`src/spt_pkg.sv`:
```
/*
 * spt_pkg: constants, register map and mode encodings shared by the supply
 * port / trigger / list control block and its pin conditioner.
 * Assumes a single 100 MHz clock and a classic Wishbone register bus.
 */
// Notes on behaviour
// - timer on: count programmed seconds to zero, then output off unless in live kill; off by default
// - shortcut recall: keys 1-9 recall stored slot; empty slot flags storage error
// - link rate 4800/9600/19200/38400 baud, default 4800; host must match
// - instrument address 0..30, default 0, selects which unit a command targets
// - port mode routes rear pins to trigger, kill/fault, or digital I/O
// - kill/fault mode: input pin controls output, second pin shows fault
// - digital I/O mode: remote reads input pin and sets output pin
// - three trigger sources: key, external pin, bus; only selected one triggers
// - key source: each trigger key press gives one trigger
// - bus source: each trigger command gives one trigger
// - latching kill: high-to-low edge on kill input turns output off
// - live kill: output on while kill input high, off while low
// - kill off: kill input has no effect on output
// - QUES selected: fault pin low while bit is 1, high while 0
// - OPER, ESB or RQS selected: fault pin tracks that bit
// - fault source off: fault pin held high
// - password set: all keys but output on/off ignored until unlocked
// - list holds at most 200 steps, step time at least 1 ms
// - list memory split as 1x4K, 2x2K, 4x1K or 8x512 byte groups
// - continuous list: each trigger runs whole list once, then idle
// - step list: one step per trigger, step duration ignored
package spt_pkg;
    localparam int unsigned CLK_HZ = 100_000_000;
    localparam int unsigned EXT_TRIG_MIN_MS = 5;
    localparam int unsigned MS_CYC = CLK_HZ / 1000;
    localparam int unsigned SEC_CYC = CLK_HZ;
    localparam int unsigned EXT_TRIG_CYC = MS_CYC * EXT_TRIG_MIN_MS;
    localparam int unsigned QUAL_W = 20;
    localparam int unsigned DIV_W = 27;
    localparam logic [15:0] STEP_MIN_MS = 16'h0001;
    localparam logic [15:0] MAX_STEPS = 16'h00C8;
    localparam logic [4:0] MAX_ADDR = 5'h1E;
    localparam int unsigned ADR_W = 8;

    localparam logic [7:0] REG_CTRL = 8'h00;
    localparam logic [7:0] REG_TIMER = 8'h04;
    localparam logic [7:0] REG_STATUS = 8'h08;
    localparam logic [7:0] REG_CMD = 8'h0C;
    localparam logic [7:0] REG_LIST_LEN = 8'h10;
    localparam logic [7:0] REG_STEP_MS = 8'h14;
    localparam logic [7:0] REG_PASSWORD = 8'h18;
    localparam logic [7:0] REG_UNLOCK = 8'h1C;
    localparam logic [7:0] REG_SLOTS = 8'h20;

    // control register fields
    localparam int unsigned C_PORT = 0;
    localparam int unsigned C_KILL = 2;
    localparam int unsigned C_FSRC = 4;
    localparam int unsigned C_TSRC = 7;
    localparam int unsigned C_BAUD = 9;
    localparam int unsigned C_ADDR = 11;
    localparam int unsigned C_TMR_EN = 16;
    localparam int unsigned C_SHORTCUT = 17;
    localparam int unsigned C_STEP_MODE = 18;
    localparam int unsigned C_LAYOUT = 19;
    localparam int unsigned C_DIG_OUT = 21;
    localparam int unsigned C_LIST_EN = 22;
    localparam logic [31:0] CTRL_MASK = 32'h007F_FFFF;
    localparam logic [31:0] CTRL_RST = 32'h0000_0000;
    // command register pulses
    localparam int unsigned K_TRIG = 0;
    localparam int unsigned K_ON = 1;
    localparam int unsigned K_OFF = 2;
    localparam int unsigned K_CLR_ERR = 3;
    localparam logic [15:0] TIMER_RST = 16'h0000;
    localparam logic [15:0] LEN_RST = 16'h0001;

    typedef enum logic [1:0] {PORT_TRIG = 2'h0, PORT_KILL = 2'h1, PORT_DIO = 2'h2} spt_port_t;
    typedef enum logic [1:0] {KILL_OFF = 2'h0, KILL_LATCH = 2'h1, KILL_LIVE = 2'h2} spt_kill_t;
    typedef enum logic [2:0] {FS_OFF = 3'h0, FS_QUES = 3'h1, FS_OPER = 3'h2, FS_ESB = 3'h3,
        FS_RQS = 3'h4} spt_fsrc_t;
    typedef enum logic [1:0] {TS_KEY = 2'h0, TS_EXT = 2'h1, TS_BUS = 2'h2} spt_tsrc_t;
    typedef enum logic [1:0] {LS_IDLE = 2'b00, LS_RUN = 2'b01, LS_WAIT = 2'b11} spt_list_t;
    // key codes: 1..9 number keys
    localparam logic [4:0] KEY_TRIG = 5'h10;
    localparam logic [4:0] KEY_ONOFF = 5'h11;
endpackage

```
`src/spt_core.sv`:
```
/*
 * spt_core: rear port mux, output kill, fault pin, trigger select, list
 * sequencer, output timer, key lock and shortcut recall for a supply.
 * Assumes a classic Wishbone master, keys decoded to one-cycle codes and a
 * serial parser that strobes bus_trg_i on a trigger command.
 */
`timescale 1ns/1ns
module spt_core #(
    parameter int unsigned SEC_CYC_P = spt_pkg::SEC_CYC,
    parameter int unsigned MS_CYC_P = spt_pkg::MS_CYC,
    parameter int unsigned EXT_CYC_P = spt_pkg::EXT_TRIG_CYC
) (
    input wire logic clk_i,
    input wire logic rst_i,
    input wire logic ce_i,
    input wire logic wb_cyc_i,
    input wire logic wb_stb_i,
    input wire logic wb_we_i,
    input wire logic [spt_pkg::ADR_W-1:0] wb_adr_i,
    input wire logic [3:0] wb_sel_i,
    input wire logic [31:0] wb_dat_i,
    output logic [31:0] wb_dat_o,
    output logic wb_ack_o,
    input wire logic output_kill_input_pin_i,
    output logic fault_signal_pin_o,
    input wire logic ques_i,
    input wire logic oper_i,
    input wire logic esb_i,
    input wire logic rqs_i,
    input wire logic bus_trg_i,
    input wire logic key_valid_i,
    input wire logic [4:0] key_code_i,
    output logic key_accept_o,
    output logic output_on_o,
    output logic recall_o,
    output logic [3:0] recall_slot_o,
    output logic store_err_o,
    output logic list_step_stb_o,
    output logic [7:0] list_step_o,
    output logic list_busy_o,
    output logic [1:0] baud_sel_o,
    output logic [4:0] inst_addr_o,
    output logic [1:0] mem_layout_o
);
    import spt_pkg::*;

    function automatic logic [31:0] merge(input logic [31:0] old, input logic [31:0] nw,
        input logic [3:0] sel);
        for (int i = 0; i < 4; i++)
            if (sel[i])
                old[i*8 +: 8] = nw[i*8 +: 8];
        return old;
    endfunction

    function automatic logic [15:0] clamp(input logic [15:0] v, input logic [15:0] lo,
        input logic [15:0] hi);
        return (v < lo) ? lo : (v > hi) ? hi : v;
    endfunction

    logic ack_reg;
    logic [31:0] dat_reg, rd_mux;
    logic [31:0] ctrl_reg, ctrl_wr;
    logic [15:0] timer_set_reg, timer_cnt_reg, len_reg, step_ms_reg, pw_reg, ms_cnt_reg;
    logic [8:0] slots_reg;
    logic [DIV_W-1:0] sec_div_reg, ms_div_reg;
    logic out_reg, locked_reg, fault_reg, key_acc_reg, recall_reg, err_reg, stb_reg;
    logic [3:0] slot_reg;
    logic [7:0] step_reg;
    spt_list_t ls_reg, ls_next;
    logic kill_lvl, kill_fall, ext_qual;

    spt_pin_sync #(
        .QUAL_CYC(EXT_CYC_P)
    ) u_kill_sync (
        .clk_i(clk_i),
        .rst_i(rst_i),
        .ce_i(ce_i),
        .pin_i(output_kill_input_pin_i),
        .level_o(kill_lvl),
        .fall_o(kill_fall),
        .qual_o(ext_qual)
    );

    // bus decode: one wait state, write lands on the ack edge
    wire req = wb_cyc_i & wb_stb_i;
    wire wr_fire = req & wb_we_i & ack_reg;
    wire wr_ctrl = wr_fire && wb_adr_i == REG_CTRL;
    wire wr_timer = wr_fire && wb_adr_i == REG_TIMER;
    wire wr_cmd = wr_fire && wb_adr_i == REG_CMD;
    wire wr_len = wr_fire && wb_adr_i == REG_LIST_LEN;
    wire wr_step = wr_fire && wb_adr_i == REG_STEP_MS;
    wire wr_pw = wr_fire && wb_adr_i == REG_PASSWORD;
    wire wr_unlock = wr_fire && wb_adr_i == REG_UNLOCK;
    wire wr_slots = wr_fire && wb_adr_i == REG_SLOTS;
    wire [31:0] cmd_wr = merge(32'h0000_0000, wb_dat_i, wb_sel_i);
    wire [31:0] pw_wr = merge({16'h0000, pw_reg}, wb_dat_i, wb_sel_i);
    wire [31:0] timer_wr = merge({16'h0000, timer_set_reg}, wb_dat_i, wb_sel_i);
    wire [31:0] len_wr = merge({16'h0000, len_reg}, wb_dat_i, wb_sel_i);
    wire [31:0] step_wr = merge({16'h0000, step_ms_reg}, wb_dat_i, wb_sel_i);
    wire [31:0] slots_wr = merge({23'h00_0000, slots_reg}, wb_dat_i, wb_sel_i);

    assign ctrl_wr = merge(ctrl_reg, wb_dat_i, wb_sel_i) & CTRL_MASK;
    // illegal encodings refuse the whole control write
    wire ctrl_ok = ctrl_wr[C_ADDR +: 5] <= MAX_ADDR && ctrl_wr[C_PORT +: 2] != 2'h3
        && ctrl_wr[C_KILL +: 2] != 2'h3 && ctrl_wr[C_TSRC +: 2] != 2'h3
        && ctrl_wr[C_FSRC +: 3] <= FS_RQS;

    wire spt_port_t port_mode = spt_port_t'(ctrl_reg[C_PORT +: 2]);
    wire spt_kill_t kill_mode = spt_kill_t'(ctrl_reg[C_KILL +: 2]);
    wire spt_fsrc_t fsrc = spt_fsrc_t'(ctrl_reg[C_FSRC +: 3]);
    wire spt_tsrc_t tsrc = spt_tsrc_t'(ctrl_reg[C_TSRC +: 2]);
    wire tmr_en = ctrl_reg[C_TMR_EN];
    wire step_mode = ctrl_reg[C_STEP_MODE];
    wire list_en = ctrl_reg[C_LIST_EN];

    // front-panel keys
    wire key_ok = key_valid_i & (~locked_reg | key_code_i == KEY_ONOFF);
    wire key_num = key_ok && key_code_i >= 5'h01 && key_code_i <= 5'h09;
    wire [3:0] num_idx = key_code_i[3:0] - 4'h1;
    wire do_recall = key_num & ctrl_reg[C_SHORTCUT] & slots_reg[num_idx];
    wire do_err = key_num & ctrl_reg[C_SHORTCUT] & ~slots_reg[num_idx];

    // trigger selection
    wire key_trig = key_ok && key_code_i == KEY_TRIG;
    wire ext_trig = ext_qual && port_mode == PORT_TRIG;
    wire bus_trig = bus_trg_i | (wr_cmd & cmd_wr[K_TRIG]);
    wire trig = (tsrc == TS_KEY && key_trig) || (tsrc == TS_EXT && ext_trig)
        || (tsrc == TS_BUS && bus_trig);

    // output state
    wire kill_port = port_mode == PORT_KILL;
    wire live = kill_port && kill_mode == KILL_LIVE;
    wire latch_off = kill_port && kill_mode == KILL_LATCH && kill_fall;
    wire sec_tick = sec_div_reg == DIV_W'(SEC_CYC_P - 1);
    wire tmr_expire = out_reg & tmr_en & timer_cnt_reg == 16'h0000;
    wire key_toggle = key_ok && key_code_i == KEY_ONOFF;
    wire out_next = live ? kill_lvl
        : (tmr_expire | latch_off | (wr_cmd & cmd_wr[K_OFF])) ? 1'b0
        : (wr_cmd & cmd_wr[K_ON]) ? 1'b1
        : key_toggle ? ~out_reg : out_reg;

    // fault pin
    wire fault_src_lvl = (fsrc == FS_QUES) ? ~ques_i
        : (fsrc == FS_OPER) ? oper_i
        : (fsrc == FS_ESB) ? esb_i
        : (fsrc == FS_RQS) ? rqs_i : 1'b1;
    wire fault_next = (port_mode == PORT_KILL) ? fault_src_lvl
        : (port_mode == PORT_DIO) ? ctrl_reg[C_DIG_OUT] : 1'b1;

    // list sequencer
    wire ms_tick = ms_div_reg == DIV_W'(MS_CYC_P - 1);
    // at or past the end, so shrinking the list mid-run cannot overrun it
    wire last_step = {8'h00, step_reg} >= len_reg - 16'h0001;
    wire step_done = ms_tick && ms_cnt_reg + 16'h0001 >= step_ms_reg;

    always_comb
    begin
        ls_next = ls_reg;
        unique case (ls_reg)
            LS_IDLE:
                if (trig)
                    ls_next = step_mode ? LS_WAIT : LS_RUN;
            LS_RUN:
                if (step_done && last_step)
                    ls_next = LS_IDLE;
            LS_WAIT:
                ls_next = LS_WAIT;
            default:
                ls_next = LS_IDLE;
        endcase
        if (!list_en)
            ls_next = LS_IDLE;
    end

    wire first_step = ls_reg == LS_IDLE && trig && list_en;
    wire adv_run = ls_reg == LS_RUN && step_done && !last_step;
    wire adv_wait = ls_reg == LS_WAIT && trig && list_en;
    wire [7:0] step_next = first_step ? 8'h00
        : adv_run ? step_reg + 8'h01
        : adv_wait ? (last_step ? 8'h00 : step_reg + 8'h01) : step_reg;

    assign rd_mux = (wb_adr_i == REG_CTRL) ? ctrl_reg
        : (wb_adr_i == REG_TIMER) ? {timer_cnt_reg, timer_set_reg}
        : (wb_adr_i == REG_STATUS) ? {16'h0000, step_reg, ls_reg, locked_reg, err_reg,
            fault_reg, kill_lvl, tmr_en & out_reg, out_reg}
        : (wb_adr_i == REG_LIST_LEN) ? {16'h0000, len_reg}
        : (wb_adr_i == REG_STEP_MS) ? {16'h0000, step_ms_reg}
        : (wb_adr_i == REG_PASSWORD) ? {31'h0000_0000, locked_reg}
        : (wb_adr_i == REG_SLOTS) ? {23'h00_0000, slots_reg} : 32'h0000_0000;

    always_ff @(posedge clk_i)
    begin
        if (rst_i)
        begin
            ack_reg <= 1'b0;
            dat_reg <= 32'h0000_0000;
        end
        else if (ce_i)
        begin
            ack_reg <= req & ~ack_reg;
            if (req & ~ack_reg)
                dat_reg <= rd_mux;
        end
    end

    always_ff @(posedge clk_i)
    begin
        if (rst_i)
        begin
            ctrl_reg <= CTRL_RST;
            timer_set_reg <= TIMER_RST;
            len_reg <= LEN_RST;
            step_ms_reg <= STEP_MIN_MS;
            pw_reg <= 16'h0000;
            locked_reg <= 1'b0;
            slots_reg <= 9'h000;
        end
        else if (ce_i)
        begin
            if (wr_ctrl && ctrl_ok)
                ctrl_reg <= ctrl_wr;
            if (wr_timer)
                timer_set_reg <= timer_wr[15:0];
            if (wr_len)
                len_reg <= clamp(len_wr[15:0], 16'h0001, MAX_STEPS);
            if (wr_step)
                step_ms_reg <= clamp(step_wr[15:0], STEP_MIN_MS, 16'hFFFF);
            if (wr_slots)
                slots_reg <= slots_wr[8:0];
            // zero password means no lock
            if (wr_pw)
            begin
                pw_reg <= pw_wr[15:0];
                locked_reg <= pw_wr[15:0] != 16'h0000;
            end
            else if (wr_unlock && wb_dat_i[15:0] == pw_reg)
                locked_reg <= 1'b0;
        end
    end

    always_ff @(posedge clk_i)
    begin
        if (rst_i)
        begin
            out_reg <= 1'b0;
            sec_div_reg <= '0;
            timer_cnt_reg <= TIMER_RST;
            fault_reg <= 1'b1;
        end
        else if (ce_i)
        begin
            out_reg <= out_next;
            fault_reg <= fault_next;
            if (!out_reg || !tmr_en)
            begin
                sec_div_reg <= '0;
                timer_cnt_reg <= timer_set_reg;
            end
            else
            begin
                sec_div_reg <= sec_tick ? '0 : sec_div_reg + 1'b1;
                if (sec_tick && timer_cnt_reg != 16'h0000)
                    timer_cnt_reg <= timer_cnt_reg - 16'h0001;
            end
        end
    end

    always_ff @(posedge clk_i)
    begin
        if (rst_i)
        begin
            key_acc_reg <= 1'b0;
            recall_reg <= 1'b0;
            slot_reg <= 4'h0;
            err_reg <= 1'b0;
        end
        else if (ce_i)
        begin
            key_acc_reg <= key_ok;
            recall_reg <= do_recall;
            if (do_recall)
                slot_reg <= key_code_i[3:0];
            // a new error in the clearing cycle stays set
            err_reg <= do_err | (err_reg & ~(wr_cmd & cmd_wr[K_CLR_ERR]));
        end
    end

    always_ff @(posedge clk_i)
    begin
        if (rst_i)
        begin
            ls_reg <= LS_IDLE;
            step_reg <= 8'h00;
            stb_reg <= 1'b0;
            ms_div_reg <= '0;
            ms_cnt_reg <= 16'h0000;
        end
        else if (ce_i)
        begin
            ls_reg <= ls_next;
            step_reg <= step_next;
            stb_reg <= first_step | adv_run | adv_wait;
            // step time only counts in the timed run; step mode waits on triggers
            if (ls_reg != LS_RUN || step_done)
            begin
                ms_div_reg <= '0;
                ms_cnt_reg <= 16'h0000;
            end
            else
            begin
                ms_div_reg <= ms_tick ? '0 : ms_div_reg + 1'b1;
                if (ms_tick)
                    ms_cnt_reg <= ms_cnt_reg + 16'h0001;
            end
        end
    end

    assign wb_ack_o = ack_reg;
    assign wb_dat_o = dat_reg;
    assign output_on_o = out_reg;
    assign fault_signal_pin_o = fault_reg;
    assign key_accept_o = key_acc_reg;
    assign recall_o = recall_reg;
    assign recall_slot_o = slot_reg;
    assign store_err_o = err_reg;
    assign list_step_stb_o = stb_reg;
    assign list_step_o = step_reg;
    assign list_busy_o = ls_reg != LS_IDLE;
    assign baud_sel_o = ctrl_reg[C_BAUD +: 2];
    assign inst_addr_o = ctrl_reg[C_ADDR +: 5];
    assign mem_layout_o = ctrl_reg[C_LAYOUT +: 2];

    a_timer_kills_out: assert property (@(posedge clk_i) disable iff (rst_i)
        ce_i && tmr_expire && !live |=> !output_on_o)
        else $error("timer expiry left output on");
    a_live_follow: assert property (@(posedge clk_i) disable iff (rst_i)
        ce_i && live |=> output_on_o == $past(kill_lvl))
        else $error("live kill output not following input");
    a_latch_fall: assert property (@(posedge clk_i) disable iff (rst_i)
        ce_i && port_mode == PORT_KILL && kill_mode == KILL_LATCH && kill_fall |=> !output_on_o)
        else $error("latching kill edge ignored");
    a_fault_ques: assert property (@(posedge clk_i) disable iff (rst_i)
        ce_i && port_mode == PORT_KILL && fsrc == FS_QUES |=> fault_signal_pin_o == !$past(ques_i))
        else $error("fault pin not inverse of ques bit");
    a_fault_off: assert property (@(posedge clk_i) disable iff (rst_i)
        ce_i && (port_mode == PORT_KILL && fsrc == FS_OFF || port_mode == PORT_TRIG)
        |=> fault_signal_pin_o)
        else $error("fault pin not high when unused");
    a_lock_keys: assert property (@(posedge clk_i) disable iff (rst_i)
        ce_i && locked_reg && key_valid_i && key_code_i != KEY_ONOFF |=> !key_accept_o)
        else $error("key accepted while locked");
    a_trig_source: assert property (@(posedge clk_i) disable iff (rst_i)
        ls_reg == LS_IDLE && ce_i && list_en && tsrc != TS_BUS && !key_trig && !ext_trig
        |=> ls_reg == LS_IDLE)
        else $error("list started by unselected source");
    a_step_limit: assert property (@(posedge clk_i) disable iff (rst_i)
        {8'h00, list_step_o} < MAX_STEPS && len_reg <= MAX_STEPS && step_ms_reg >= STEP_MIN_MS)
        else $error("list step bounds broken");
    a_addr_range: assert property (@(posedge clk_i) disable iff (rst_i)
        inst_addr_o <= MAX_ADDR)
        else $error("instrument address out of range");
endmodule

```
`src/spt_pin_sync.sv`:
```
/*
 * spt_pin_sync: two-stage synchroniser for one rear TTL input, with level,
 * falling-edge pulse and a width-qualified high pulse.
 * Assumes the pin is asynchronous and the caller holds ce_i for the whole block.
 */
`timescale 1ns/1ns
module spt_pin_sync #(
    parameter int unsigned QUAL_CYC = spt_pkg::EXT_TRIG_CYC
) (
    input wire logic clk_i,
    input wire logic rst_i,
    input wire logic ce_i,
    input wire logic pin_i,
    output logic level_o,
    output logic fall_o,
    output logic qual_o
);
    import spt_pkg::*;
    logic sync1_reg, sync2_reg, prev_reg, qual_reg;
    logic [QUAL_W-1:0] cnt_reg, cnt_next;
    localparam logic [QUAL_W-1:0] QUAL_N = QUAL_W'(QUAL_CYC);

    // counter saturates so one long high gives exactly one event
    assign cnt_next = !sync2_reg ? '0 : (cnt_reg == QUAL_N) ? cnt_reg : cnt_reg + 1'b1;

    always_ff @(posedge clk_i)
    begin
        if (rst_i)
        begin
            sync1_reg <= 1'b0;
            sync2_reg <= 1'b0;
            prev_reg <= 1'b0;
            cnt_reg <= '0;
            qual_reg <= 1'b0;
        end
        else if (ce_i)
        begin
            sync1_reg <= pin_i;
            sync2_reg <= sync1_reg;
            prev_reg <= sync2_reg;
            cnt_reg <= cnt_next;
            qual_reg <= sync2_reg && cnt_reg == QUAL_N - 1'b1;
        end
    end

    assign level_o = sync2_reg;
    assign fall_o = prev_reg & ~sync2_reg;
    assign qual_o = qual_reg;

    a_sync_two_stage: assert property (@(posedge clk_i) disable iff (rst_i)
        $past(ce_i) && $past(ce_i, 2) && !$past(rst_i) && !$past(rst_i, 2)
        |-> level_o == $past(pin_i, 2))
        else $error("input level not delayed by two stages");
    a_qual_width: assert property (@(posedge clk_i) disable iff (rst_i)
        qual_o |-> cnt_reg == QUAL_N && $past(cnt_reg) == QUAL_N - 1'b1)
        else $error("trigger qualified before minimum width");
endmodule

```
`config.mk`:
```
export PLATFORM = sky130hd
export DESIGN_NAME = spt_core
export DESIGN_NICKNAME = d
export VERILOG_FILES = /design/src/spt_pkg.sv /design/src/spt_core.sv /design/src/spt_pin_sync.sv
export SDC_FILE = /design/constraint.sdc
export NUM_CORES = 1
export LEC_CHECK = 0
export BUFFER_PORTS_ARGS = -buffer_cell sky130_fd_sc_hd__buf_2
export CAP_MARGIN = 30
export CORE_MARGIN = 1.5
export CORE_UTILIZATION = 60
export DETAILED_ROUTE_END_ITERATION = 10
export GPL_TIMING_DRIVEN = 0
export PLACE_DENSITY = 0.8
export SYNTH_ARGS = -nofsm -noshare
export SYNTH_HDL_FRONTEND = slang
export SYNTH_HIERARCHICAL = 1
export SYNTH_SLANG_ARGS = --single-unit
```
`constraint.sdc`:
```
create_clock -name clk_i -period 4.26 [get_ports clk_i]
set_input_delay 0.639 -clock clk_i [delete_from_list [all_inputs] [get_ports clk_i]]
set_output_delay 0.639 -clock clk_i [all_outputs]
set_load 0.005 [all_outputs]
```
======== After elaboration in Yosys (flattened, before gate mapping) ========
Index checks and enable logic that the tools add are counted.
word-level totals
  register bits ........................... 260
  input port bits ......................... 62
  word-level logic and storage cells ...... 241
operators by class
  add/sub/neg operators ................... 8
  order comparisons ....................... 11
  equal/unequal tests ..................... 34
  multiplexer cells ....................... 53
  bitwise operators ....................... 30
  reductions and logical operators ........ 74
operator list
  operator                                             number
  two-way mux 16 bit                                   11
  two-way mux 27 bit                                   4
  two-way mux 8 bit                                    12
  two-way mux 32 bit                                   2
  adder 27 x 1 -> 27 bit, second input constant        2
  == test 20 x 19 -> 1 bit, second input constant      2
  two-way mux 20 bit                                   2
  logical AND 1 bit                                    35
  == test 8 x 5 -> 1 bit, second input constant        4
  < comparator 16 x 1 -> 1 bit, second input constant  2
  nonzero test 16 bit                                  2
  subtractor 16 x 1 -> 16 bit, second input constant   2
  == test 27 x 17 -> 1 bit, second input constant      1
  == test 27 bit, second input constant                1
  AND reduction 2 bit                                  12
  AND reduction 3 bit                                  7
  adder 20 x 1 -> 20 bit, second input constant        1
  two-way mux 9 bit                                    2
  adder 16 x 1 -> 16 bit, second input constant        1
  AND 1 bit                                            16
  == test 16 bit                                       1
  == test 8 x 4 -> 1 bit, second input constant        2
  greater-or-equal comparator 16 bit                   1
  greater-or-equal comparator 8 x 16 -> 1 bit          1
  35 further kinds                                     84

======== Depth between registers and ports, before layout ========
  word-level depth ........................ 13
  gate-level depth with buffers ........... 14
  mapped depth without buffers ............ 14

======== Hierarchy ========
Netlist, hierarchy kept.
by module, submodules not included
  module        times used  cells an instance  area each (sq um)
  spt_core      1           1457               12072.8
  spt_pin_sync  1           173                1423.9

======== Least setup slack after synthesis ========
No wires, ideal clock.
  kind .................................... reg2reg
  from .................................... register ms_cnt_reg[0]
  to ...................................... register step_reg[2] (netlist: list_step_o[2])
  data arrival time ....................... 3.073 ns
  required time ........................... 4.138 ns
  slack ................................... 1.065 ns
  stages on the path, launching flop included .. 14
  clock period less this slack ............ 3.195 ns
  cell sequence ........................... dfxtp_1 > ha_1 > nand3_1 > nor2_1 > and2_1 > nand4_1 > xnor2_1 > ha_1 > nand4_1 > a311o_1 > o21a_1 > o31a_2 > o21a_4 > a221o_1
on the way
  word-level cells in the longest chain between the ends .. 7
  elaborated cells between the ends (all ways) .. 9
  those cells by class .................... 1 x add/sub; 1 x order compare; 2 x mux; 5 x reduce/logical
ends and longest elaborated chain
  item                                                                line             text
  from (decl)                                                         spt_core.sv:63   logic [15:0] timer_set_reg, timer_cnt_reg, len_reg, step_ms_reg, pw_reg, ms_cnt_reg;
  from (signal assigned)                                              spt_core.sv:313  ms_cnt_reg <= ms_cnt_reg + 16'h0001;
  adder 16 x 1 -> 16 bit (*)                                          spt_core.sv:154  wire step_done = ms_tick && ms_cnt_reg + 16'h0001 >= step_ms_reg;
  greater-or-equal comparator 16 bit (*)                              spt_core.sv:154
  logical AND 1 bit (*)                                               spt_core.sv:154
  logical AND 1 bit (*) (2 in a row)                                  spt_core.sv:176  wire adv_run = ls_reg == LS_RUN && step_done && !last_step;
  nonzero test 3 bit (no line) or two-way mux 8 bit (tied branches)   -
  AND reduction 2 bit (no line) or two-way mux 8 bit (tied branches)  -
  to (signal assigned)                                                spt_core.sv:301  step_reg <= step_next;
  to (decl)                                                           spt_core.sv:68   logic [7:0] step_reg;
Mark *: on every way between the ends. The rest lies on a longest branch, timed or not.
A chain may end at the register's enable or synchronous reset.

======== Worst setup path after layout ========
  from .................................... register ms_cnt_reg[0]
  to ...................................... register ms_cnt_reg[2]
on the way
  word-level cells in the longest chain between the ends .. 6
  elaborated cells between the ends (all ways) .. 8
  those cells by class .................... 1 x add/sub; 1 x order compare; 2 x mux; 4 x reduce/logical
ends and longest elaborated chain
  item                                line                              text
  adder 16 x 1 -> 16 bit (*)          spt_core.sv:154, spt_core.sv:313
  greater-or-equal comparator 16 bit  spt_core.sv:154
  logical AND 1 bit                   spt_core.sv:154
  logical OR 1 bit                    spt_core.sv:304                   if (ls_reg != LS_RUN || step_done)
  nonzero test 2 bit (no line)        -
  AND reduction 2 bit (no line)       -
Mark *: on every way between the ends. The rest lies on a longest branch, timed or not. The select of a mux whose other input is x is not followed.

==> results.md <==
* Synth top area cells: dfxtp_1 39%, nor2_1 6.2%, mux2i_1 5.8%
* DR top layer: met5
* Slew Viols, Final at 0
* FILL cells at between 1500 and 2000
* Slew HR at 35.9%
* Largest family of logic cells by synthesized area: simple AND/OR/NAND/NOR gates
* Clk_skew at between 0.02 and 0.03 ns
* Drt via density at roughly 6.4
* Measured slew at the worst slew-check pin at about 0.95 ns
* Worst path top cell family by delay: simple AND/OR/NAND/NOR gates
* Post-synth top area cell: dfxtp_1
* CTS Buffer Depth at 3
* Cell Rows at 54
* Ant diodes at 0
* CP Data Arrival Time at between 4 and 5 ns
* Net Sw Frac at a little under a quarter
* Min Clock Period, post-route at 3.96 ns
* Worst hold path type: input pin to flop
* CTS tree: built
* Maximum VDD drop at approximately 0.27 mV
* Critical Path Sink Type: flop
* Reg2reg end: ms_cnt_reg[2]
* Worst reg2reg path depth at 14
* Synth cell count leaders: 260 x dfxtp_1, 224 x nor2_1, 164 x nand2_1
* FF+latch count, synth at 260
* M1 WL at between 15000 and 20000 um
* Critical Path, Cell by Cell: ha_1 -> nand3_1 -> nor2_1 -> and2_1 -> nand2_1 -> xnor2_1 -> ha_1 -> a21oi_1 -> nand2_1 -> a221oi_1 -> o21a_1 -> nand4_1 -> or3b_2 -> a21oi_1
* Hold_sp: rst_i
* Syn Nets at between 1500 and 2000
* Via count at between 10000 and 15000
* Seq/Total Area, Yosys at between 30% and 40%
* First-pass GRT wire length at ~67000 um
* Clock share of power at just under 50%
* Drt total wl at around 43000 um
* Violated checks: DRC
* Number of max-cap violations at 0
* Setup Crit Path Kind: flop to flop
* Post-route setup TNS at 0 ns
* Synth Flop Type: dfxtp_1
* Router iterations before antenna repair at 11
* Cell Area, Synth at between 10000 and 15000 sq um
* Simple-gate share of the synthesized area at about a quarter
* Max FFs per register at 32
* Total Routing Usage GR at 35.8%
* Crit-path slowest cell: or3b_2
* Peak Freq at 0.253 GHz
* Layout area overhead at 13.9%
* Hold Vio Cnt, Final at 0
* Routed Antenna Nets at 0
* DRC at 7
* Net Switching at 1.24 mW
* Post-DP Area at roughly 14000 sq um
* Chip Width at ~150 um
* Clk sink count at 260
* Synth Area in Compound Gates at about 16%
* Synth Instances at 1630
* Ys async rst share at 0%
* Synth Area in Adders at under 10%
* Worst setup SP type: flop
* Die Ht at about 150 um
* Clk Latency, worst-skew pair at between 0.5 and 0.6 ns
* Hold Path Stages at 2
* Total power at ~5.3 mW
* Fin nets at approximately 1900
* Crit Reg-Reg Startpoint: ms_cnt_reg[0]
* Period Utilization, post-route at roughly 93%
* Post-synth EDFFs at 0
* YS warnings at 6
* Clk root buf: clkbuf_16
* Final worst slack at 0.301 ns
* WP buf/inv at 0
* WHS at about 0.3 ns
* Initial antenna violation count at 1
* Cell variety after synth at slightly above 90
* CTS Buf Count at 28
* Max incr delay on CP at around 0.55 ns
* Post-CTS Hold Fix Bufs at 0
* WL/cell at 20.6 um
* CP Data Required Time at 4.73 ns
* Grt total ovfl at 0
* DIE AREA at around 23000 sq um
* Int Power at 4.10 mW
* Met2 Routed Length at around 19000 um
* Largest net degree at the start of global routing at 14
* Final setup vio count at 0
* Post-route cell area at around 15000 sq um
* Met3 wire len at about 4300 um
* Most common cell in the synthesized netlist: dfxtp_1
* Sequential share of power at between 40 and 50%
* Hold Path End: u_kill_sync/cnt_reg[4]
* Core Region at ~22000 sq um
* Starting Density at 61.5%
* Post-synth top area share at between 30% and 40%
* Ratio of cells with drive above 1 in the final layout at a little under an eighth
* Outcome: complete, but fails checks
* PortBufs at between 100 and 150
* Leak pwr at approximately 5.9 nW
* Clock-pin slew on the worst setup and hold paths at 0.06 ns
* Syn_area_per_cell at roughly 8.3 sq um
* GPL Wtd Cong at just under 1
* # IOs at between 100 and 150
* Max H-tree Level at 1
* Slack of the worst reg-to-reg path at approximately 0.3 ns
* HPWL Detailed at between 30000 and 40000 um
* Xor/xnor cell area share of the yosys netlist at about 5.5%
* Comb power frac at between 5 and 6%
* First-iteration detailed-routing DRC count at between 1000 and 1500
* DP Worst Slack at roughly 0.32 ns
* RSZ-0062 raised after global routing: no
* Worst-path fanout max at 6
* PwrDens at 347 nW/um^2
* Mux cell area share after synthesis at under 10%
* Vias in the first global route at approximately 12000
==> placed cells by master, fill, tap and decap left out, types with 6 or more instances in the layout <==
cell type	instances
xnor2_1	33
o21ai_0	71
and2_1	12
nand3_1	56
clkbuf_1	91
nor4b_1	7
nor2_1	223
and3_1	26
nor2b_1	9
a221o_1	6
nand2_1	164
nand4_1	39
dfxtp_1	260
o211ai_1	8
buf_2	105
a22o_1	12
nor4_1	21
buf_4	12
clkbuf_8	6
a31oi_1	16
a211oi_1	11
nand2b_1	24
a21oi_1	89
or3_1	9
mux2i_1	78
inv_1	51
a32oi_1	6
a22oi_1	18
clkbuf_16	29
nor3_1	40
nor3b_1	10
a221oi_1	27
a222oi_1	15
ha_1	37
o22ai_1	6
xor2_1	51
==> area by class of cell <==
class	instances	area (sq um)	area share, %
tap	280	350	2.28
inverter	53	199	1.29
buffer	99	438	2.85
clock inverter	10	153	0.993
timing repair buffer	108	553	3.60
clock buffer	41	821	5.34
multi-input combinational	1218	7660	49.8
sequential	260	5200	33.9
==> power by group through the flow <==
stage / Sequential (mW) / Clock, mW / Combinational, mW
final: 2.46 / 2.58 / 0.296
after global routing: 2.46 / 2.68 / 0.312
after CTS: 2.46 / 2.59 / 0.285
after detailed placement: 2.52 / 0 / 0.283
after global placement: 2.52 / 0 / 0.280
after floorplan: 2.51 / 0 / 0.159
==> kinds of logic (layout without fill, tap and decap cells) <==
group | after synthesis | count (layout)
buffers and inverters | 152 | 311
adders and majority gates | 37 | 37
AOI/OAI and AO/OA | 326 | 326
muxes | 84 | 84
and+or+nand+nor | 687 | 687
DFF | 260 | 260
xor gates and xnor gates | 84 | 84
==> worst reg2reg max path: stages, from the launching register on <==
cell and delay, ns:
dfxtp_1 0.43, ha_1 0.27, nand3_1 0.15, nor2_1 0.28, and2_1 0.25, nand2_1 0.08
xnor2_1 0.28, ha_1 0.34, a21oi_1 0.16, nand2_1 0.07, a221oi_1 0.42, o21a_1 0.25
nand4_1 0.22, or3b_2 0.55, a21oi_1 0.15
==> what timing repair did <==
action | 4_1_cts | 5_1_grt
gates resized for setup | 0 | 1
setup endpoints to repair | 0 | 10
buffers inserted | 0 | 2
==> worst max-delay path by stage <==
| stage | endpoint | start | cells past startpoint |
|---|---|---|---|
| final | ms_cnt_reg[2] | ms_cnt_reg[0] | 14 |
| after global routing | ms_cnt_reg[2] | ms_cnt_reg[0] | 14 |
| after CTS | ms_cnt_reg[14] | ms_cnt_reg[0] | 14 |
| after detailed placement | timer_set_reg[0] | ce_i | 8 |
| after global placement | ms_cnt_reg[3] | ms_cnt_reg[0] | 14 |
| after floorplan | list_step_o[2] | ms_cnt_reg[0] | 13 |
==> routing by layer <==
layer,GRT usage (%),up-vias
met4,23.2,2
met1,44.7,6184
met2,57.5,727
met5,0,-
li1,-,6128
met3,6.15,171
==> through the flow <==
step / std cells / utilization, %
after detailed placement: 2016 / 65.5
final: 2069 / 70.0
after global placement: 2014 / 65.4
after CTS: 2067 / 69.9
after global routing: 2069 / 70.0
after floorplan: 1630 / -
(Power assumes the default switching activity.)
